--- config.mk ---
export PLATFORM = sky130hd
export DESIGN_NAME = sid_driver
export DESIGN_NICKNAME = d
export VERILOG_FILES = /design/src/logic/sid_pkg.sv /design/src/logic/sid_pattern_if.sv /design/src/logic/sid_driver.sv /design/src/logic/sid_pattern.sv
export VERILOG_INCLUDE_DIRS = /design/src /design/src/logic
export SDC_FILE = /design/constraint.sdc
export NUM_CORES = 1
export LEC_CHECK = 0
export BUFFER_PORTS_ARGS = -buffer_cell sky130_fd_sc_hd__buf_2
export CORE_MARGIN = 2
export CORE_UTILIZATION = 40
export DETAILED_ROUTE_END_ITERATION = 8
export HOLD_SLACK_MARGIN = 0.05
export PLACE_DENSITY = 0.69
export SYNTH_ARGS = -nofsm -noshare
export SYNTH_HDL_FRONTEND = slang
export SYNTH_SLANG_ARGS = --single-unit
--- constraint.sdc ---
create_clock -name clk -period 2.1 [get_ports clk]
set_input_delay 0.63 -clock clk [delete_from_list [all_inputs] [get_ports clk]]
set_output_delay 0.63 -clock clk [all_outputs]
set_load 0.1 [all_outputs]
--- src/logic/sid_params.svh ---
// constants of the status indicator driver
`ifndef SID_PARAMS_SVH
`define SID_PARAMS_SVH

// ****************************************************************
// timing
// ****************************************************************
`define SID_CLK_KHZ 100000
`define SID_FLASH_MS 200
`define SID_TICK_W 25
`define SID_TICK_CYCLES (`SID_FLASH_MS * `SID_CLK_KHZ)
`define SID_PHASE_W 3
`define SID_COM_HOLD 2'h3

// ****************************************************************
// register map
// ****************************************************************
`define SID_ADDR_W 8
`define SID_DATA_W 32
`define SID_OFF_CTRL 8'h00
`define SID_OFF_STATUS 8'h04
`define SID_OFF_MASK 8'h08
`define SID_OFF_STATE 8'h0c
`define SID_CTRL_RESET 1'h1
`define SID_MASK_RESET 5'h00

// ****************************************************************
// status fields
// ****************************************************************
`define SID_NEVT 5
`define SID_EVT_LOCAL 0
`define SID_EVT_APPWDG 1
`define SID_EVT_CFG 2
`define SID_EVT_ALARM 3
`define SID_EVT_HWFAULT 4

`endif

--- src/logic/sid_pkg.sv ---
// types of the status indicator driver
package sid_pkg;
  typedef enum logic [3:0] {
    SID_BOOT_OFF = 4'h1,
    SID_BOOT_LOADER = 4'h2,
    SID_BOOT_WAIT_FW = 4'h4,
    SID_BOOT_RUN = 4'h8
  } sid_boot_e;
  typedef enum logic [3:0] {
    SID_ST_INIT = 4'h1,
    SID_ST_PREOP = 4'h2,
    SID_ST_SAFEOP = 4'h4,
    SID_ST_OP = 4'h8
  } sid_slave_e;
endpackage

--- src/logic/sid_pattern_if.sv ---
// flash patterns passed from the pattern generator to the driver
interface sid_pattern_if;
  logic blink;
  logic single;
  logic dbl;
  logic tick;
  modport gen (output blink, output single, output dbl, output tick);
  modport use_p (input blink, input single, input dbl, input tick);
endinterface

--- src/logic/sid_driver.sv ---
// front-panel status indicator driver with register port and interrupt
//
// The plain strobed port and the register offsets are this design's own decisions.
`include "sid_params.svh"
module sid_driver #(
  parameter logic [`SID_TICK_W-1:0] TICK_CYCLES = `SID_TICK_W'(`SID_TICK_CYCLES)
) (
  // clock and reset
  input wire logic clk,
  input wire logic resetn,
  // register port
  input wire logic [`SID_ADDR_W-1:0] addr,
  input wire logic [`SID_DATA_W-1:0] wr_data,
  input wire logic wr_en,
  input wire logic rd_en,
  output logic [`SID_DATA_W-1:0] rd_data,
  output logic irq,
  // internal status
  input wire sid_pkg::sid_boot_e boot_stage,
  input wire sid_pkg::sid_slave_e slave_state,
  input wire logic cfg_err,
  input wire logic local_change,
  input wire logic host_wdg_expired,
  input wire logic sync_err,
  input wire logic app_wdg_expired,
  input wire logic modbus_frame,
  input wire logic alarm_active,
  input wire logic hw_fault,
  // state change requests
  output logic force_valid,
  output sid_pkg::sid_slave_e force_target,
  // lamps
  output logic system_stage_lamp_red,
  output logic system_stage_lamp_green,
  output logic bus_error_lamp,
  output logic run_lamp,
  output logic com_lamp,
  output logic supply_present_lamp,
  output logic process_alarm_lamp
);
  import sid_pkg::*;

  sid_pattern_if pat();

  sid_pattern #(.TICK_CYCLES(TICK_CYCLES)) u_pattern (
    .clk(clk),
    .resetn(resetn),
    .pat(pat)
  );

  // ****************************************************************
  // registers
  // ****************************************************************
  logic ctrl_reg;
  logic [`SID_NEVT-1:0] status_reg;
  logic [`SID_NEVT-1:0] mask_reg;
  logic [`SID_NEVT-1:0] evt;
  logic [`SID_NEVT-1:0] w1c;
  logic [1:0] com_hold_reg;
  logic pwr_reg;
  logic [6:0] lamps;

  assign evt[`SID_EVT_LOCAL] = local_change | host_wdg_expired | sync_err;
  assign evt[`SID_EVT_APPWDG] = app_wdg_expired;
  assign evt[`SID_EVT_CFG] = cfg_err;
  assign evt[`SID_EVT_ALARM] = alarm_active;
  assign evt[`SID_EVT_HWFAULT] = hw_fault;
  assign w1c = (wr_en && addr == `SID_OFF_STATUS) ? wr_data[`SID_NEVT-1:0] : '0;

  always_ff @(posedge clk or negedge resetn) begin
    if (!resetn) begin
      ctrl_reg <= `SID_CTRL_RESET;
    end else if (wr_en && addr == `SID_OFF_CTRL) begin
      ctrl_reg <= wr_data[0];
    end
  end

  always_ff @(posedge clk or negedge resetn) begin
    if (!resetn) begin
      mask_reg <= `SID_MASK_RESET;
    end else if (wr_en && addr == `SID_OFF_MASK) begin
      mask_reg <= wr_data[`SID_NEVT-1:0];
    end
  end

  // sticky events; a new event beats a clear in the same cycle
  always_ff @(posedge clk or negedge resetn) begin
    if (!resetn) begin
      status_reg <= '0;
    end else begin
      status_reg <= (status_reg & ~w1c) | evt;
    end
  end

  assign irq = |(status_reg & mask_reg);

  always_ff @(posedge clk or negedge resetn) begin
    if (!resetn) begin
      rd_data <= '0;
    end else if (rd_en) begin
      if (addr == `SID_OFF_CTRL) begin
        rd_data <= {31'h0, ctrl_reg};
      end else if (addr == `SID_OFF_STATUS) begin
        rd_data <= {27'h0, status_reg};
      end else if (addr == `SID_OFF_MASK) begin
        rd_data <= {27'h0, mask_reg};
      end else if (addr == `SID_OFF_STATE) begin
        rd_data <= {17'h0, lamps, slave_state, boot_stage};
      end else begin
        rd_data <= '0;
      end
    end else begin
      rd_data <= '0;
    end
  end

  // ****************************************************************
  // state change requests
  // ****************************************************************
  always_ff @(posedge clk or negedge resetn) begin
    if (!resetn) begin
      force_valid <= 1'b0;
      force_target <= SID_ST_INIT;
    end else begin
      force_valid <= sync_err | host_wdg_expired;
      if (sync_err) begin
        force_target <= SID_ST_SAFEOP;
      end else if (host_wdg_expired) begin
        case (slave_state)
          SID_ST_OP: force_target <= SID_ST_SAFEOP;
          SID_ST_SAFEOP: force_target <= SID_ST_PREOP;
          default: force_target <= SID_ST_INIT;
        endcase
      end
    end
  end

  // ****************************************************************
  // lamp patterns
  // ****************************************************************
  logic sys_red_next, sys_green_next, err_next, run_next, com_next, alm_next;
  logic local_err, app_err;

  assign local_err = status_reg[`SID_EVT_LOCAL];
  assign app_err = status_reg[`SID_EVT_APPWDG];

  always_comb begin
    sys_red_next = 1'b0;
    sys_green_next = 1'b0;
    case (boot_stage)
      SID_BOOT_RUN: sys_green_next = 1'b1;
      SID_BOOT_WAIT_FW: begin
        sys_red_next = pat.blink;
        sys_green_next = ~pat.blink;
      end
      SID_BOOT_LOADER: sys_red_next = 1'b1;
      default: sys_red_next = 1'b0;
    endcase
  end

  always_comb begin
    if (cfg_err) begin
      err_next = pat.blink;
    end else if (app_err) begin
      err_next = pat.dbl;
    end else if (local_err) begin
      err_next = pat.single;
    end else begin
      err_next = 1'b0;
    end
  end

  always_comb begin
    case (slave_state)
      SID_ST_PREOP: run_next = pat.blink;
      SID_ST_SAFEOP: run_next = pat.single;
      SID_ST_OP: run_next = 1'b1;
      default: run_next = 1'b0;
    endcase
  end

  always_comb begin
    if (hw_fault) begin
      alm_next = 1'b1;
    end else if (alarm_active) begin
      alm_next = pat.blink;
    end else begin
      alm_next = 1'b0;
    end
  end

  always_ff @(posedge clk or negedge resetn) begin
    if (!resetn) begin
      com_hold_reg <= '0;
    end else if (modbus_frame) begin
      com_hold_reg <= `SID_COM_HOLD;
    end else if (pat.tick && com_hold_reg != 2'h0) begin
      com_hold_reg <= com_hold_reg - 2'h1;
    end
  end
  assign com_next = (com_hold_reg != 2'h0) & pat.blink;

  always_ff @(posedge clk or negedge resetn) begin
    if (!resetn) begin
      pwr_reg <= 1'b0;
    end else begin
      pwr_reg <= 1'b1;
    end
  end

  // lamps registered; ctrl bit 0 enables every lamp except supply_present_lamp
  always_ff @(posedge clk or negedge resetn) begin
    if (!resetn) begin
      system_stage_lamp_red <= 1'b0;
      system_stage_lamp_green <= 1'b0;
      bus_error_lamp <= 1'b0;
      run_lamp <= 1'b0;
      com_lamp <= 1'b0;
      process_alarm_lamp <= 1'b0;
    end else begin
      system_stage_lamp_red <= ctrl_reg & sys_red_next;
      system_stage_lamp_green <= ctrl_reg & sys_green_next;
      bus_error_lamp <= ctrl_reg & err_next;
      run_lamp <= ctrl_reg & run_next;
      com_lamp <= ctrl_reg & com_next;
      process_alarm_lamp <= ctrl_reg & alm_next;
    end
  end
  assign supply_present_lamp = pwr_reg;
  assign lamps = {process_alarm_lamp, supply_present_lamp, com_lamp, run_lamp,
                  bus_error_lamp, system_stage_lamp_green, system_stage_lamp_red};
endmodule // sid_driver

--- src/logic/sid_pattern.sv ---
// flash pattern generator: 2.5 Hz blink, single and double flash
`include "sid_params.svh"
module sid_pattern #(
  parameter logic [`SID_TICK_W-1:0] TICK_CYCLES = `SID_TICK_W'(`SID_TICK_CYCLES)
) (
  // clock and reset
  input wire logic clk,
  input wire logic resetn,
  // patterns
  sid_pattern_if.gen pat
);
  logic [`SID_TICK_W-1:0] cnt_reg;
  logic [`SID_PHASE_W-1:0] phase_reg;
  logic tick;

  assign tick = (cnt_reg == TICK_CYCLES - `SID_TICK_W'(1));

  always_ff @(posedge clk or negedge resetn) begin
    if (!resetn) begin
      cnt_reg <= '0;
    end else if (tick) begin
      cnt_reg <= '0;
    end else begin
      cnt_reg <= cnt_reg + `SID_TICK_W'(1);
    end
  end

  always_ff @(posedge clk or negedge resetn) begin
    if (!resetn) begin
      phase_reg <= '0;
    end else if (tick) begin
      phase_reg <= phase_reg + `SID_PHASE_W'(1);
    end
  end

  assign pat.tick = tick;
  assign pat.blink = ~phase_reg[0];
  assign pat.single = (phase_reg == 3'h0);
  assign pat.dbl = (phase_reg == 3'h0) || (phase_reg == 3'h2);
endmodule // sid_pattern

==> results by stage <==
Power and ir drop:
- IR analysis of the VDD net gives a maximum drop of 0.418 mV.
- The switching share of power is 28.8%.
- The part of the power in the clock network is 41.1%.
- The completed layout was analyzed and its total power is 2.89 mW.
- The sequential share of power is 45.6%.
- The power density over cell area is 757 nW/µm².
- The static leakage is 1.88 nW.
- Combinational logic is responsible for 13.3% of the overall power.
- For this design the total switching power over the nets is 0.830 mW.
- The internal power summed over all cells is 2.06 mW.

Global routing:
- The first global-routing pass estimated 10,500 µm of wire.
- The maximum number of pins on one net before global-route repair is 26.
- Summed over all layers, the global routing overflow is 0.
- The number of global-route vias before repair is 2,212.
- The global router's overall resource usage is 15.6%.
- The number of antenna violations at the first check in global routing came to 0.

Logic synthesis:
- In the synthesized netlist, the number of instances is 287.
- The number of synthesized register bits is 67.
- For this run, the register share of the synthesized area comes to 52.7%.
- Among all flip-flop cells after synthesis, the most frequent one is sky130_fd_sc_hd__dfrtp_1.
- After synthesis, the largest area contributor takes up 51.1% of total cell area.
- In this run the mean area of a mapped cell was 11.1 µm².
- The most area-hungry cell type in the Yosys netlist is sky130_fd_sc_hd__dfrtp_1.
- Yosys printed 0 warnings.
- The share of async-settable or async-resettable flops after synthesis is 100%.
- The number of distinct standard cells referenced by the synthesized netlist is 49.
- The number of flops mapped to enable cells by yosys is 0.
- The netlist area before placement is 3180 µm².
- Sorting the synthesized cells by area gives the leading types as sky130_fd_sc_hd__dfrtp_1 (51%), sky130_fd_sc_hd__buf_4 (4.7%), sky130_fd_sc_hd__mux2_2 (4.2%), sky130_fd_sc_hd__xor2_1 (3.6%), sky130_fd_sc_hd__nor2_1 (2.9%).

Floorplanning:
- The die covers 8690 µm².
- The core region area is 7730 µm².
- The top-level port count is 105.
- Measured along the y axis, the die boundary spans 93.2 µm.
- In this run the horizontal extent of the chip is 93.2 µm.
- After floorplanning, the core was divided into 32 placement rows.
- The starting density of the core is 41.2%.

CTS:
- The number of clock sinks is 67.
- The clock tree synthesis step divided the H-tree into 3 levels.
- The tree is rooted in a sky130_fd_sc_hd__clkbuf_8.
- Clock-pin slew was measured on the worst setup and hold paths at 0.08 ns.
- The number of buffers on the longest clock path is 2.
- The number of clock buffers inserted by TritonCTS is 9.
- Post-CTS timing repair inserted 0 buffers for setup.
- TritonCTS built the clock tree.
- The insertion delay of the later-clocked pin in the worst-skew pair is 0.35 ns.

Placed design:
- Routability-driven placement finished with a final weighted congestion of 0.827.
- The cell area after placement is 3580 µm².
- Once placement completed, the tool counted placed cells totaling 449.
- The detailed-placement wirelength estimate is 4810 µm.
- The total of buffers placed on input and output ports is 59.

Final layout:
- The finished cells cover 3810 µm².
- After filler insertion, the fill cell instance count of the layout stands at 728.
- Summing all multi-input logic gate instances after layout gives 1370 µm².
- The area added between synthesis and finish is 19.7%.
- The total number of nets in the final design is 423.
- The fraction of layout cells with a size suffix above 1 is 28.9%.
- 0 antenna diodes ended up in the layout.
- The final standard cell count with taps included and fillers excluded is 465.
- The register cell area after layout is 1680 µm².
- The register with the most flip-flops in the layout has 25 of them.

Timing:
- Setup violations remaining at the end of the flow were counted as 0.
- Subtracting the final worst setup slack from the clock period gives 2.03 ns.
- The clock skew after layout is 0.0118 ns.
- Measured against its own limit, the worst slew margin works out to 62.0%.
- The final-report hold violation count is 0.
- For the pin with the worst max-slew slack, the measured transition is 0.571 ns.
- The final-layout setup total negative slack is 0 ns.
- The worst path uses 96.6% of the clock period.
- Derived from the worst setup path, the maximum achievable clock frequency is 493 MHz.
- The final count of pins violating max slew is 0.
- Setup repair after global routing left no endpoint under its margin.

Setup path:
- STA classifies the critical path endpoint as an output pin.
- The required time of the critical path is 1.47 ns.
- The kind of launch point of the worst setup path is a flop.
- The slowest stage of the critical path belongs to the cell sky130_fd_sc_hd__dfrtp_1.
- Along the worst path, the maximum fanout reaches 3.
- The worst setup path is of the flop to output pin kind.
- On the worst path, the slowest cell contributes a delay of 0.40 ns.
- For the worst setup path, the data arrival time is 1.40 ns.
- Traced cell by cell, the critical path runs through a222oi_1 -> nand2_1 -> buf_6.

Outcome:
- The flow ran to the end, and the final reports show no timing, DRC or antenna violations.

Run:
- The max capacitance violation total is 0.

Route:
- The number of DRC markers after the initial detailed-route iteration is 87.
- Across all layers, the routed design uses 2,313 vias.
- For this run, the detailed router's first-pass iteration total came to 4.
- The sum of routed wire length over all layers is 6440 µm.
- Dividing the detail-routed wire length by the instance count gives 13.9 µm.
- The remaining number of nets flagged by the antenna check after routing is 0.
- The post-route DRC violation count is 0.
- After detailed routing, the number of vias per cell comes to 4.97.

Worst hold path:
- The worst hold-check path type is input pin to async pin.
## synthesized netlist by cell type, types with 2 or more instances
cell type,instances
sky130_fd_sc_hd__xor2_1,13
sky130_fd_sc_hd__a21o_1,4
sky130_fd_sc_hd__nand4b_1,2
sky130_fd_sc_hd__buf_2,2
sky130_fd_sc_hd__dfstp_2,2
sky130_fd_sc_hd__nor3b_1,3
sky130_fd_sc_hd__ha_1,5
sky130_fd_sc_hd__and3_1,4
sky130_fd_sc_hd__a22oi_1,5
sky130_fd_sc_hd__nor3_1,7
sky130_fd_sc_hd__xnor2_1,8
sky130_fd_sc_hd__nand3_1,9
sky130_fd_sc_hd__mux2_2,12
sky130_fd_sc_hd__and4_1,4
sky130_fd_sc_hd__nor4_1,4
sky130_fd_sc_hd__nand4_1,5
sky130_fd_sc_hd__nor2b_1,8
sky130_fd_sc_hd__dfrtp_1,65
sky130_fd_sc_hd__or3_1,2
sky130_fd_sc_hd__nor2_1,25
sky130_fd_sc_hd__nand2_1,20
sky130_fd_sc_hd__and4_4,2
sky130_fd_sc_hd__or4_1,2
sky130_fd_sc_hd__and2_1,11
sky130_fd_sc_hd__mux2i_1,3
sky130_fd_sc_hd__o31ai_1,3
sky130_fd_sc_hd__buf_4,20
sky130_fd_sc_hd__inv_1,6
sky130_fd_sc_hd__conb_1,2
sky130_fd_sc_hd__a21oi_1,10
## what timing repair did
action / CTS / global route
hold buffers: 0 / 0
cloned: 0 / 0
gates resized for setup: 1 / 1
endpoints found under the hold margin: 0 / 0
endpoints found under the setup margin: 1 / 1
## worst paths after layout
kind	start	endpoint	slack, ns	cells past startpoint
min in group clk	sync_err	force_target[0]	0.45	2
max reg2reg	u_pattern.phase_reg[0]	run_lamp	0.25	6
max	status_reg[4]	irq	0.07	3
min reg2reg	u_pattern.cnt_reg[0]	u_pattern.cnt_reg[0]	0.46	1
max in group asynchronous	resetn	run_lamp	1.30	2
min	resetn	status_reg[2]	0.27	1
## routing by layer
layer | GRT usage, % | up-vias | part of all wire, %
met5 | 0 | - | 0
met4 | 6.00 | 0 | 2.0
met3 | 5.16 | 10 | 4.6
met2 | 23.8 | 54 | 47
met1 | 20.6 | 1132 | 46
li1 | - | 1117 | -
## cell usage in the layout, fill, tap and decap left out, drive strengths merged, types with 6 or more instances in the layout
cell | netlist | routed
and2 | 12 | 12
nor2b | 8 | 8
buf | 23 | 67
clkbuf | 1 | 9
xnor2 | 8 | 8
inv | 6 | 7
xor2 | 13 | 13
and4 | 6 | 6
mux2 | 12 | 12
a21oi | 11 | 11
nand2 | 20 | 20
nor3 | 7 | 7
conb | 2 | 19
dfrtp | 65 | 65
nand3 | 9 | 9
nor2 | 25 | 25
nand4 | 6 | 6
## power by group through the flow
| stage | registers (mW) | logic [mW] | clock network [mW] |
|---|---|---|---|
| after CTS | 1.31 | 0.383 | 1.21 |
| after floorplan | 1.40 | 0.244 | 0 |
| after detailed placement | 1.34 | 0.379 | 0 |
| after global placement | 1.34 | 0.376 | 0 |
| after global routing | 1.32 | 0.402 | 1.26 |
| final | 1.32 | 0.384 | 1.19 |
## per-stage QoR
stage                     hold WS, ns  setup WS, ns  utilization [%]
final                           0.273        0.0707             49.3
after global routing            0.304        0.0119             49.3
after CTS                       0.281        0.0211             49.3
after detailed placement        0.452         0.197             46.3
after global placement          0.437         0.216             46.3
after floorplan                 0.334         0.194                -
## critical path, delay by kind of cell, from the launching register on
| kind | cells | cell delay [ns] |
|---|---|---|
| AND/OR/NAND/NOR | 1 | 0.12 |
| flip-flops | 1 | 0.40 |
| buffers and inverters | 1 | 0.20 |
| AO/OA/AOI/OAI | 1 | 0.33 |
## cell families (layout without fill, tap and decap cells)
family	Yosys count	count (layout)	synth area share, %
other	2	19	0.236
and+or+nand+nor	118	118	21.2
xor gates and xnor gates	21	21	5.78
adders and majority gates	5	5	1.96
AOI/OAI and AO/OA	28	28	6.01
buffers and inverters	30	89	6.21
muxes	16	16	5.89
DFF	67	67	52.7
## layout make-up
| type | count | area share (%) |
|---|---|---|
| timing repair buffer | 67 | 10.1 |
| clock buffer | 9 | 3.25 |
| clock inverter | 7 | 2.63 |
| tap | 102 | 3.35 |
| inverter | 6 | 0.591 |
| sequential | 67 | 44.1 |
| multi-input combinational | 207 | 36.0 |
Power figures use the tool's default switching activity.
